$ cat config.mk
export PLATFORM = sky130hd
export DESIGN_NAME = lcri_reset_init
export DESIGN_NICKNAME = d
export VERILOG_FILES = /design/src/hw/lcri_reset_init.v
export VERILOG_INCLUDE_DIRS = /design/src /design/src/hw
export SDC_FILE = /design/constraint.sdc
export NUM_CORES = 1
export LEC_CHECK = 0
export ABC_AREA = 0
export BUFFER_PORTS_ARGS = -buffer_cell sky130_fd_sc_hd__buf_2
export CORE_AREA = 2 2 95 97
export DETAILED_ROUTE_END_ITERATION = 8
export DIE_AREA = 0 0 97 99
export GPL_TIMING_DRIVEN = 0
export PLACE_DENSITY_LB_ADDON = 0.2
export SLEW_MARGIN = 20
export SYNTH_ARGS = -nofsm -noshare
export SYNTH_HDL_FRONTEND = slang
export SYNTH_SLANG_ARGS = --single-unit
$ cat constraint.sdc
create_clock -name clk -period 6.59 [get_ports clk]
set_clock_uncertainty 0.05 [all_clocks]
set_input_delay 1.318 -clock clk [delete_from_list [all_inputs] [get_ports clk]]
set_output_delay 1.318 -clock clk [all_outputs]
set_load 0.01 [all_outputs]
$ cat src/hw/lcri_map.vh
// constants for the lcd controller reset and initialization block
`ifndef LCRI_MAP_VH
`define LCRI_MAP_VH
// --------------------------------------------------------------
// timing
// --------------------------------------------------------------
`define LCRI_CLK_MHZ          100
`define LCRI_BUSY_TIME_US     2000
`define LCRI_BUSY_CYC         (`LCRI_BUSY_TIME_US * `LCRI_CLK_MHZ)
`define LCRI_CLEAR_OSC        165
`define LCRI_RESET_MIN_OSC    3
`define LCRI_FRAME_DIV        3072
// --------------------------------------------------------------
// reset values of the instruction state
// --------------------------------------------------------------
`define LCRI_RST_INC_DIR      1'b1
`define LCRI_RST_SHIFT        1'b0
`define LCRI_RST_DISP_ON      1'b0
`define LCRI_RST_CURSOR_ON    1'b0
`define LCRI_RST_CURSOR_BLINK 1'b0
`define LCRI_RST_BUS_WIDTH    1'b1
`define LCRI_RST_TWO_LINE     1'b0
`define LCRI_RST_MUX_RATIO    1'b0
`define LCRI_RST_EXT_PAGE     1'b0
`define LCRI_RST_ICON_ONLY    1'b0
`define LCRI_RST_ICON_BLINK   1'b0
`define LCRI_RST_LAYOUT       1'b0
`define LCRI_RST_ORIENT       2'h0
`define LCRI_RST_TEMPCO       1'b0
`define LCRI_RST_VOLT         6'h00
`define LCRI_RST_PUMP_HI      1'b1
`define LCRI_RST_PUMP_LO      1'b0
`define LCRI_RST_ADDR         7'h00
// --------------------------------------------------------------
// field positions on the host data lines
// --------------------------------------------------------------
`define LCRI_BUSY_BIT         7
`define LCRI_SA_BIT           3
`endif

$ cat src/hw/lcri_reset_init.v
// reset, clocking and initialization sequencer of a character lcd controller
`timescale 1ns/10ps
`include "lcri_map.vh"

module lcri_reset_init (
    input  wire       clk,               // system clock, 100 mhz
    input  wire       rst,               // system reset, async high
    input  wire       ext_reset,         // external reset pin, active high
    input  wire       osc_pin,           // oscillator pin level
    input  wire       powerdown_select,  // power-down select pin
    input  wire       strobe,            // parallel bus strobe
    input  wire       rw_dir,            // 1 = read, 0 = write
    input  wire       reg_select,        // register select pin
    input  wire [7:0] data_in,           // data lines as driven by host
    output reg  [7:0] data_out,          // data lines driven by device
    output reg  [7:0] data_oe,           // per-line output enable
    output reg        busy_indication,   // busy state
    output reg        data3_addr_select, // sampled serial address bit
    output reg        use_int_osc,       // internal oscillator selected
    output reg        osc_run,           // oscillator running
    output reg        core_tick,         // one-cycle core clock enable
    output reg        frame_tick,        // one-cycle frame pulse
    output reg        outputs_grounded,  // display outputs tied low
    output reg        serial_idle,       // serial interface at idle
    output reg        inc_dir,           // entry mode direction
    output reg        disp_shift,        // entry mode shift
    output reg        disp_on,           // display on
    output reg        cursor_on,         // cursor on
    output reg        cursor_blink,      // cursor blink
    output reg        bus_width_sel,     // 1 = 8-bit bus
    output reg        two_line,          // line count
    output reg        mux_ratio_sel,     // 0 = 1:18
    output reg        ext_page,          // instruction page
    output reg        icon_only,         // icon mode
    output reg        icon_blink,        // icon blink
    output reg        layout_sel,        // screen layout
    output reg  [1:0] orient_sel,        // display orientation
    output reg        tempco_sel_a,      // temperature coefficient a
    output reg        tempco_sel_b,      // temperature coefficient b
    output reg  [5:0] drive_volt_char,   // character mode drive voltage
    output reg  [5:0] drive_volt_icon,   // icon mode drive voltage
    output reg        pump_stage_hi,     // pump stage select high
    output reg        pump_stage_lo,     // pump stage select low
    output reg  [6:0] ddram_addr,        // address pointer
    output reg        clearing           // clear display in progress
);

    // --------------------------------------------------------------
    // parameters and local state
    // --------------------------------------------------------------
    parameter BUSY_CYC = `LCRI_BUSY_CYC;       // shorten for simulation
    parameter OSC_DIV  = 16'd1;                 // clk cycles per core tick, slower via divider

    // sequencer states, one-hot so each state is a single flop to decode;
    // the clear state is entered straight from system reset, so a power-up
    // runs the same clear and busy window as a reset pin pulse would
    // the reset state is held for as long as the pin stays high, and the
    // defaults are reloaded on every cycle of it
    localparam [3:0] ST_IDLE  = 4'b0001;        // normal operation
    localparam [3:0] ST_RESET = 4'b0010;        // external reset held
    localparam [3:0] ST_CLEAR = 4'b0100;        // clear display running
    localparam [3:0] ST_WAIT  = 4'b1000;        // remainder of busy time

    // counters are sized for the real busy time at the full clock rate;
    // the busy counter is wide so a long power-down cannot wrap it early
    reg  [3:0]  state_q;                        // sequencer state
    reg  [15:0] div_q;                          // core tick divider
    reg  [11:0] frame_q;                        // frame divider count
    reg  [1:0]  rst_cnt_q;                      // reset hold count in core ticks
    reg  [7:0]  clr_cnt_q;                      // clear display count
    reg  [31:0] busy_cnt_q;                     // busy time count
    wire        clock_ok;                       // a core clock is present
    wire        tick;                           // core tick this cycle

    // the core clock is modelled as an enable pulse, never as a second clock;
    // a stopped clock simply means no more enable pulses, so every counter
    // that waits on core ticks freezes in place and resumes later
    // limitation: an external clock is taken as always running
    // internal oscillator dies in power-down, an external clock keeps running
    assign clock_ok = ~(powerdown_select & osc_pin);
    assign tick     = clock_ok && (div_q == OSC_DIV - 16'd1);

    // --------------------------------------------------------------
    // core clock enable and frame timing
    // --------------------------------------------------------------
    // the divider counts every clock while the core clock runs, the frame count only core ticks; bus pins never reach here
    always @(posedge clk or posedge rst) begin
        if (rst) begin
            div_q      <= 16'h0000;
            frame_q    <= 12'h000;
            core_tick  <= 1'b0;
            frame_tick <= 1'b0;
        end else begin
            core_tick  <= tick;
            frame_tick <= 1'b0;
            if (!clock_ok) begin
                div_q <= 16'h0000;               // frozen clock, frozen frame
            end else if (tick) begin
                div_q <= 16'h0000;
                if (frame_q == `LCRI_FRAME_DIV - 1) begin
                    frame_q    <= 12'h000;
                    frame_tick <= 1'b1;
                end else begin
                    frame_q <= frame_q + 12'h001;
                end
            end else begin
                div_q <= div_q + 16'h0001;
            end
        end
    end

    // --------------------------------------------------------------
    // clock source and power-down status
    // --------------------------------------------------------------
    always @(posedge clk or posedge rst) begin
        if (rst) begin
            use_int_osc      <= 1'b1;
            osc_run          <= 1'b0;
            outputs_grounded <= 1'b1;
        end else begin
            use_int_osc      <= osc_pin;
            osc_run          <= clock_ok;
            outputs_grounded <= powerdown_select;
        end
    end

    // --------------------------------------------------------------
    // reset and initialization sequencer
    // --------------------------------------------------------------
    // the pin counter clears on any low sample, so glitches never add up;
    // once accepted, the acceptance repeats on every tick while the pin
    // stays high, restarting the busy count from the last held tick
    // busy time is counted in system clocks, the clear in core ticks,
    // so a slow external clock stretches the clear but not the busy window
    // trade-off: the busy count may run out before a very slow clear; the state machine
    // still waits for the clear to finish before it drops busy
    // ext reset takes effect only after three held core ticks
    always @(posedge clk or posedge rst) begin
        if (rst) begin
            state_q         <= ST_CLEAR;
            rst_cnt_q       <= 2'h0;
            clr_cnt_q       <= 8'h00;
            busy_cnt_q      <= 32'h0;
            busy_indication <= 1'b1;
            clearing        <= 1'b1;
            serial_idle     <= 1'b1;
        end else begin
            if (!ext_reset) begin
                rst_cnt_q <= 2'h0;
            end else if (tick && rst_cnt_q != `LCRI_RESET_MIN_OSC - 1) begin
                rst_cnt_q <= rst_cnt_q + 2'h1;
            end
            if (ext_reset && tick && rst_cnt_q == `LCRI_RESET_MIN_OSC - 1) begin
                state_q         <= ST_RESET;
                busy_indication <= 1'b1;
                clearing        <= 1'b0;
                serial_idle     <= 1'b1;
                clr_cnt_q       <= 8'h00;
                busy_cnt_q      <= 32'h0;
            end else begin
                if (busy_indication) begin
                    busy_cnt_q <= busy_cnt_q + 32'h1;
                end
                case (state_q)
                    ST_RESET: begin
                        if (!ext_reset) begin
                            state_q  <= ST_CLEAR;
                            clearing <= 1'b1;
                        end
                    end
                    ST_CLEAR: begin
                        if (tick) begin
                            if (clr_cnt_q == `LCRI_CLEAR_OSC - 1) begin
                                state_q  <= ST_WAIT;
                                clearing <= 1'b0;
                            end else begin
                                clr_cnt_q <= clr_cnt_q + 8'h01;
                            end
                        end
                    end
                    ST_WAIT: begin
                        if (busy_cnt_q >= BUSY_CYC - 1) begin
                            state_q         <= ST_IDLE;
                            busy_indication <= 1'b0;
                        end
                    end
                    default: begin
                        state_q <= ST_IDLE;
                    end
                endcase
            end
        end
    end

    // --------------------------------------------------------------
    // default instruction state, loaded while the reset is held
    // nothing else writes these yet: the instruction decoder lives outside
    // this block and takes over the settings once busy has cleared
    // values come from the constants header; the bench repeats them in its own DEF
    // --------------------------------------------------------------
    always @(posedge clk or posedge rst) begin
        if (rst) begin
            inc_dir         <= `LCRI_RST_INC_DIR;
            disp_shift      <= `LCRI_RST_SHIFT;
            disp_on         <= `LCRI_RST_DISP_ON;
            cursor_on       <= `LCRI_RST_CURSOR_ON;
            cursor_blink    <= `LCRI_RST_CURSOR_BLINK;
            bus_width_sel   <= `LCRI_RST_BUS_WIDTH;
            two_line        <= `LCRI_RST_TWO_LINE;
            mux_ratio_sel   <= `LCRI_RST_MUX_RATIO;
            ext_page        <= `LCRI_RST_EXT_PAGE;
            icon_only       <= `LCRI_RST_ICON_ONLY;
            icon_blink      <= `LCRI_RST_ICON_BLINK;
            layout_sel      <= `LCRI_RST_LAYOUT;
            orient_sel      <= `LCRI_RST_ORIENT;
            tempco_sel_a    <= `LCRI_RST_TEMPCO;
            tempco_sel_b    <= `LCRI_RST_TEMPCO;
            drive_volt_char <= `LCRI_RST_VOLT;
            drive_volt_icon <= `LCRI_RST_VOLT;
            pump_stage_hi   <= `LCRI_RST_PUMP_HI;
            pump_stage_lo   <= `LCRI_RST_PUMP_LO;
            ddram_addr      <= `LCRI_RST_ADDR;
        end else if (state_q == ST_RESET) begin
            inc_dir         <= `LCRI_RST_INC_DIR;
            disp_shift      <= `LCRI_RST_SHIFT;
            disp_on         <= `LCRI_RST_DISP_ON;
            cursor_on       <= `LCRI_RST_CURSOR_ON;
            cursor_blink    <= `LCRI_RST_CURSOR_BLINK;
            bus_width_sel   <= `LCRI_RST_BUS_WIDTH;
            two_line        <= `LCRI_RST_TWO_LINE;
            mux_ratio_sel   <= `LCRI_RST_MUX_RATIO;
            ext_page        <= `LCRI_RST_EXT_PAGE;
            icon_only       <= `LCRI_RST_ICON_ONLY;
            icon_blink      <= `LCRI_RST_ICON_BLINK;
            layout_sel      <= `LCRI_RST_LAYOUT;
            orient_sel      <= `LCRI_RST_ORIENT;
            tempco_sel_a    <= `LCRI_RST_TEMPCO;
            tempco_sel_b    <= `LCRI_RST_TEMPCO;
            drive_volt_char <= `LCRI_RST_VOLT;
            drive_volt_icon <= `LCRI_RST_VOLT;
            pump_stage_hi   <= `LCRI_RST_PUMP_HI;
            pump_stage_lo   <= `LCRI_RST_PUMP_LO;
            ddram_addr      <= `LCRI_RST_ADDR;
        end
    end

    // --------------------------------------------------------------
    // host data pins
    // --------------------------------------------------------------
    // the enable is registered, so the lines turn on one cycle after the
    // request and stay on one cycle after it ends; the host must not drive
    // the lines in that trailing cycle or the two sides fight
    // the address select bit is sampled on every cycle, as the pin
    // level is static while the serial bus is in use
    // only a read with strobe high and instruction register gets busy out;
    // in 4-bit mode the low lines are never driven, the host leaves them open
    always @(posedge clk or posedge rst) begin
        if (rst) begin
            data_out          <= 8'h00;
            data_oe           <= 8'h00;
            data3_addr_select <= 1'b0;
        end else begin
            data3_addr_select <= data_in[`LCRI_SA_BIT];
            data_out          <= {busy_indication, ddram_addr};
            if (strobe && rw_dir && !reg_select) begin
                data_oe <= bus_width_sel ? 8'hff : 8'hf0;
            end else begin
                data_oe <= 8'h00;
            end
        end
    end

endmodule // lcri_reset_init

# [Word-level counts from Yosys, hierarchy flattened]
# Index checks and enable logic that the tools add are counted.
[classes] n_reduce_logical=19 muxes=29 n_addsub=5 bitwise=2 n_eq_ne=13 magnitude_cmp=1
[ops] operator="$mux W32" count=2
[ops] operator="$mux W8" count=5
[ops] operator="$add A32 B1 Y32 const B" count=1
[ops] operator="$ge A32 B18 Y1 const B" count=1
[ops] operator="$mux W16" count=2
[ops] operator="$mux W4" count=5
[ops] operator="$add A16 B1 Y16 const B" count=1
[ops] operator="$logic_not A16 Y1" count=1
[ops] operator="$add A12 B1 Y12 const B" count=1
[ops] operator="$eq A12 B12 Y1 const B" count=1
[ops] operator="$mux W12" count=1
[ops] operator="$ne A3 B3 Y1 const B" count=4
[ops] operator="$pmux W4 S3" count=1
[ops] operator="$mux W1" count=10
[ops] operator="$reduce_bool A2 Y1" count=5
[ops] operator="$add A8 B1 Y8 const B" count=1
[ops] operator="$eq A8 B8 Y1 const B" count=1
[ops] operator="$reduce_and A4 Y1" count=2
[ops] operator="$logic_and A1 B1 Y1" count=6
[ops] operator="$eq A4 B2 Y1 const B" count=1
[ops] operator="$eq A4 B3 Y1 const B" count=1
[ops] operator="$eq A4 B4 Y1 const B" count=1
[ops] operator="$mux W2" count=2
[ops] operator="$ne A2 B2 Y1 const B" count=2
[ops] operator="10 further kinds" count=11
[word_totals] input_bits=16 reg_bits=91 wordCells=85

# [Depth between registers and ports, before layout]
[logic_depth] ltp_word=7 ltp_mapped=8 depth_no_buf=7

# [Worst setup path before layout]
# OpenSTA, ideal clock, no wires.
[synth_timing] kind="input -> register" from="input ext_reset" to="register clr_cnt_q[3]" cell_stages=4 path_slack_ps=3891 arrival_time_ps=2567 n_path_buf=1 required_time_ps=6457 cell_sequence="and2_2 clkdlybuf4s50_1 or4_1 o21ai_0"
[synth_via] elab_chain_cells=4 word_cells_on_any_way=7 cone_classes="1 x eq/ne; 1 x mux; 5 x reduce/logical"
[synth_rtl] element="start: declaration" line_no="lcri_reset_init.v:8" text="input wire ext_reset,"
[synth_rtl] element="$logic_and A1 B1 Y1 * (2 in series)" line_no="lcri_reset_init.v:153" text="if (ext_reset && tick && rst_cnt_q == `LCRI_RESET_MIN_OSC - 1) begin"
[synth_rtl] element="$ne A2 B2 Y1 (no source line) or $reduce_bool A2 Y1 (tied branches)"
[synth_rtl] element="$reduce_and A3 Y1 (no source line)"
[synth_rtl] element="end signal: assignment" line_no="lcri_reset_init.v:177" text="clr_cnt_q <= clr_cnt_q + 8'h01;"
[synth_rtl] element="end: declaration" line_no="lcri_reset_init.v:70" text="reg [7:0] clr_cnt_q;"
# Every way passes the cells marked *; elsewhere a longest branch is shown, timed or not.
# A chain may end at the register's enable or synchronous reset.

# [Final worst setup path]
# Ends and elaborated chain as after synthesis.

==> reports/results.tsv <==
metric	value	unit
most frequent cells in the layout	79 x dfrtp_1, 67 x nor2_1, 52 x buf_4	
IO Pins	78	
core region area	0.00855	mm2
# clock sinks	84	
top cell type's share of synthesized area	43.1	%
setup TNS	0	ns
P per Cell Area	256	mW/mm2
CP max FO	8	
RSZ-0062 raised after global routing	false	
Skew-Pair Late Insertion Delay	0.35	ns
CTS max path bufs	2	
type of destination of the critical path	flop	
Routed WL	8280	um
most common cell after layout, fill and taps aside	dfrtp_1	
CTS root buffer	clkbuf_8	
Antenna Cells	0	
CTS H-tree lvls	3	
DR vias	3470	
Fin Hold WS	0.359	ns
clock-pin slew on the worst setup and hold paths	0.08	ns
# Max-Cap Violations	0	
final setup fails	0	
WL/cell	12.2	um
Placed Area	0.00503	mm2
Final min period	2.59	ns
Yosys reg bits	84	
DRT antenna net count	0	
hpwl dp	5990	um
hold-fix buffers at CTS	0	
sequential-to-total area share from yosys stat	46.0	%
initial antenna violation count	0	
Worst Path Arrival	2.82	ns
Worst Hold Path Cells	0	
R2R setup slack	4.22	ns
setup bufs post-CTS	0	
Post-synth top flop	dfrtp_1	
reg-to-reg startpoint	busy_indication	
Layout area overhead	14.0	%
synthesized cell area	0.00458	mm2
GPL Wtd Cong	0.837	
chip height	99	um
post-CTS resize count	0	
YS warnings	0	
TritonCTS Buffers	9	
starting density of the core	53.6	%
cell count after synthesis	485	
Post-Layout Inst Area	0.00522	mm2
WHS Endpoint	data_out[7]	
dpl ws	3.63	ns
slew margin rel.	41.9	%
r2r endpoint	busy_cnt_q[31]	
port bufs	25	
Fmax achieved	0.386	GHz
hold_sp	busy_indication	
FF-to-FF path depth	6	
DRC viols	0	
status	finished clean	
fillcell total	721	
Hold Fails Final Rpt	0	
die area	0.00960	mm2
first-pass GRT wire length	14900	um
area leader, netlist	dfrtp_1	
vias per cell	5.12	
TritonCTS clock tree	built	
number of detailed-route iterations in the first pass	4	
largest vdd supply drop	0.152	mV
GRT overflow	0	
mean post-synth cell area	9.45	um2
fin nets	588	
final worst slack	4.00	ns
Hold Path Class	reg -> reg	
largest net degree at the start of global routing	44	
number of DRC markers in iteration 0	156	
GRT Total Usage	18.5	%
Post-synth EDFFs	0	
Die X	97	um
Netlist cell types	53	
Leak Pwr	0.00249	uW
worst-margin pin slew	0.859	ns
Period Utilization, post-route	39.3	%
largest cells by area after synthesis	dfrtp_1 43%, buf_4 8.5%, nor2_1 5.5%, xor2_1 4.8%, xnor2_1 4.0%	
vias in the first global route	3284	
CP required	6.82	ns
layout cell share with drive strength beyond 1	20.7	%
startpoint types	input pin	
Slew Viols, Final	0	
number of cell rows	34	
Post-synth ARST share	100	%
kind of critical path	in -> reg	
## cell usage after synthesis, types with 2 or more instances
cell,instances
a21oi_1,7
a31oi_1,2
and2_0,2
and2_1,5
and3_1,13
and4_1,2
buf_2,7
buf_4,52
conb_1,2
dfrtp_1,79
dfstp_2,5
ha_1,7
inv_1,15
mux2_2,2
nand2_1,35
nand2b_1,3
nand3_1,24
nand3b_1,4
nand4_1,22
nand4b_1,3
nor2_1,67
nor2b_1,2
nor3_1,8
nor3b_1,3
nor4_1,7
nor4_2,2
o21ai_0,25
o31ai_1,7
or3_1,4
or4_1,2
xnor2_1,21
xor2_1,25
## critical path, cell delays in order
cell and delay (ns):
buf_2 0.13, and2_2 0.18, clkdlybuf4s50_1 0.56, or4_1 0.54, o21ai_0 0.08
## power by group
part,switching (uW),internal (uW)
Sequential,59.6,584
Clock,172,196
Combinational,198,126
## stage by stage
stage	power (uW)	util, %	std cells
6_report	1330	61.1	678
2_1_floorplan	889	-	528
3_3_place_gp	968	58.5	661
3_5_place_dp	980	58.8	662
4_1_cts	1350	61.1	678
5_1_grt	1430	61.1	678
## routing by layer
layer	track usage, %	vias up	routed length (um)
li1	-	1737	-
met1	24.4	1657	3930
met2	30.4	70	3880
met3	3.97	6	388
met4	6.72	0	78
met5	0	-	0
## cells by family after synthesis
| logic type | count (synthesis) | synth area share [%] |
|---|---|---|
| simple gates | 216 | 24.4 |
| xor+xnor | 46 | 8.79 |
| buf+inv | 77 | 10.9 |
| mux | 3 | 0.710 |
| compound gates | 50 | 7.10 |
| flops | 84 | 46.0 |
| fa+ha+maj | 7 | 1.91 |
| other cells | 2 | 0.164 |
## layout make-up
type                            count  area [um2]  area share, %
Tap cell                          108         135           2.59
Inverter                           15        58.8           1.13
Buffer                             62         444           8.50
Multi-Input combinational cell    367        2130           40.9
Clock buffer                       14         163           3.11
Sequential cell                    84        2110           40.4
Timing Repair Buffer               26         145           2.78
Clock inverter                      2        35.0          0.671
## worst max-delay path by stage
stage / start / to / slack, ns / depth (start not counted)
floorplan: rst / busy_cnt_q[0] / 3.07 / 1
global placement: rst / clr_cnt_q[7] / 2.04 / 2
detailed placement: ext_reset / clr_cnt_q[3] / 3.63 / 5
CTS: ext_reset / clr_cnt_q[3] / 3.99 / 5
global route: ext_reset / clr_cnt_q[3] / 3.94 / 5
finish: ext_reset / clr_cnt_q[3] / 4.00 / 5
## sequential cells by signal, indices dropped and copies added (netlist names)
register and cells:
rst_cnt_q 2, busy_cnt_q 32, data3_addr_select 1, busy_indication 1
state_q 4, clearing 1, data_out 1, div_q 16
clr_cnt_q 8, core_tick 1, outputs_grounded 1, frame_q 12
data_oe 1, use_int_osc 1, osc_run 1, frame_tick 1
No activity file was read; power rests on OpenSTA's default activity.
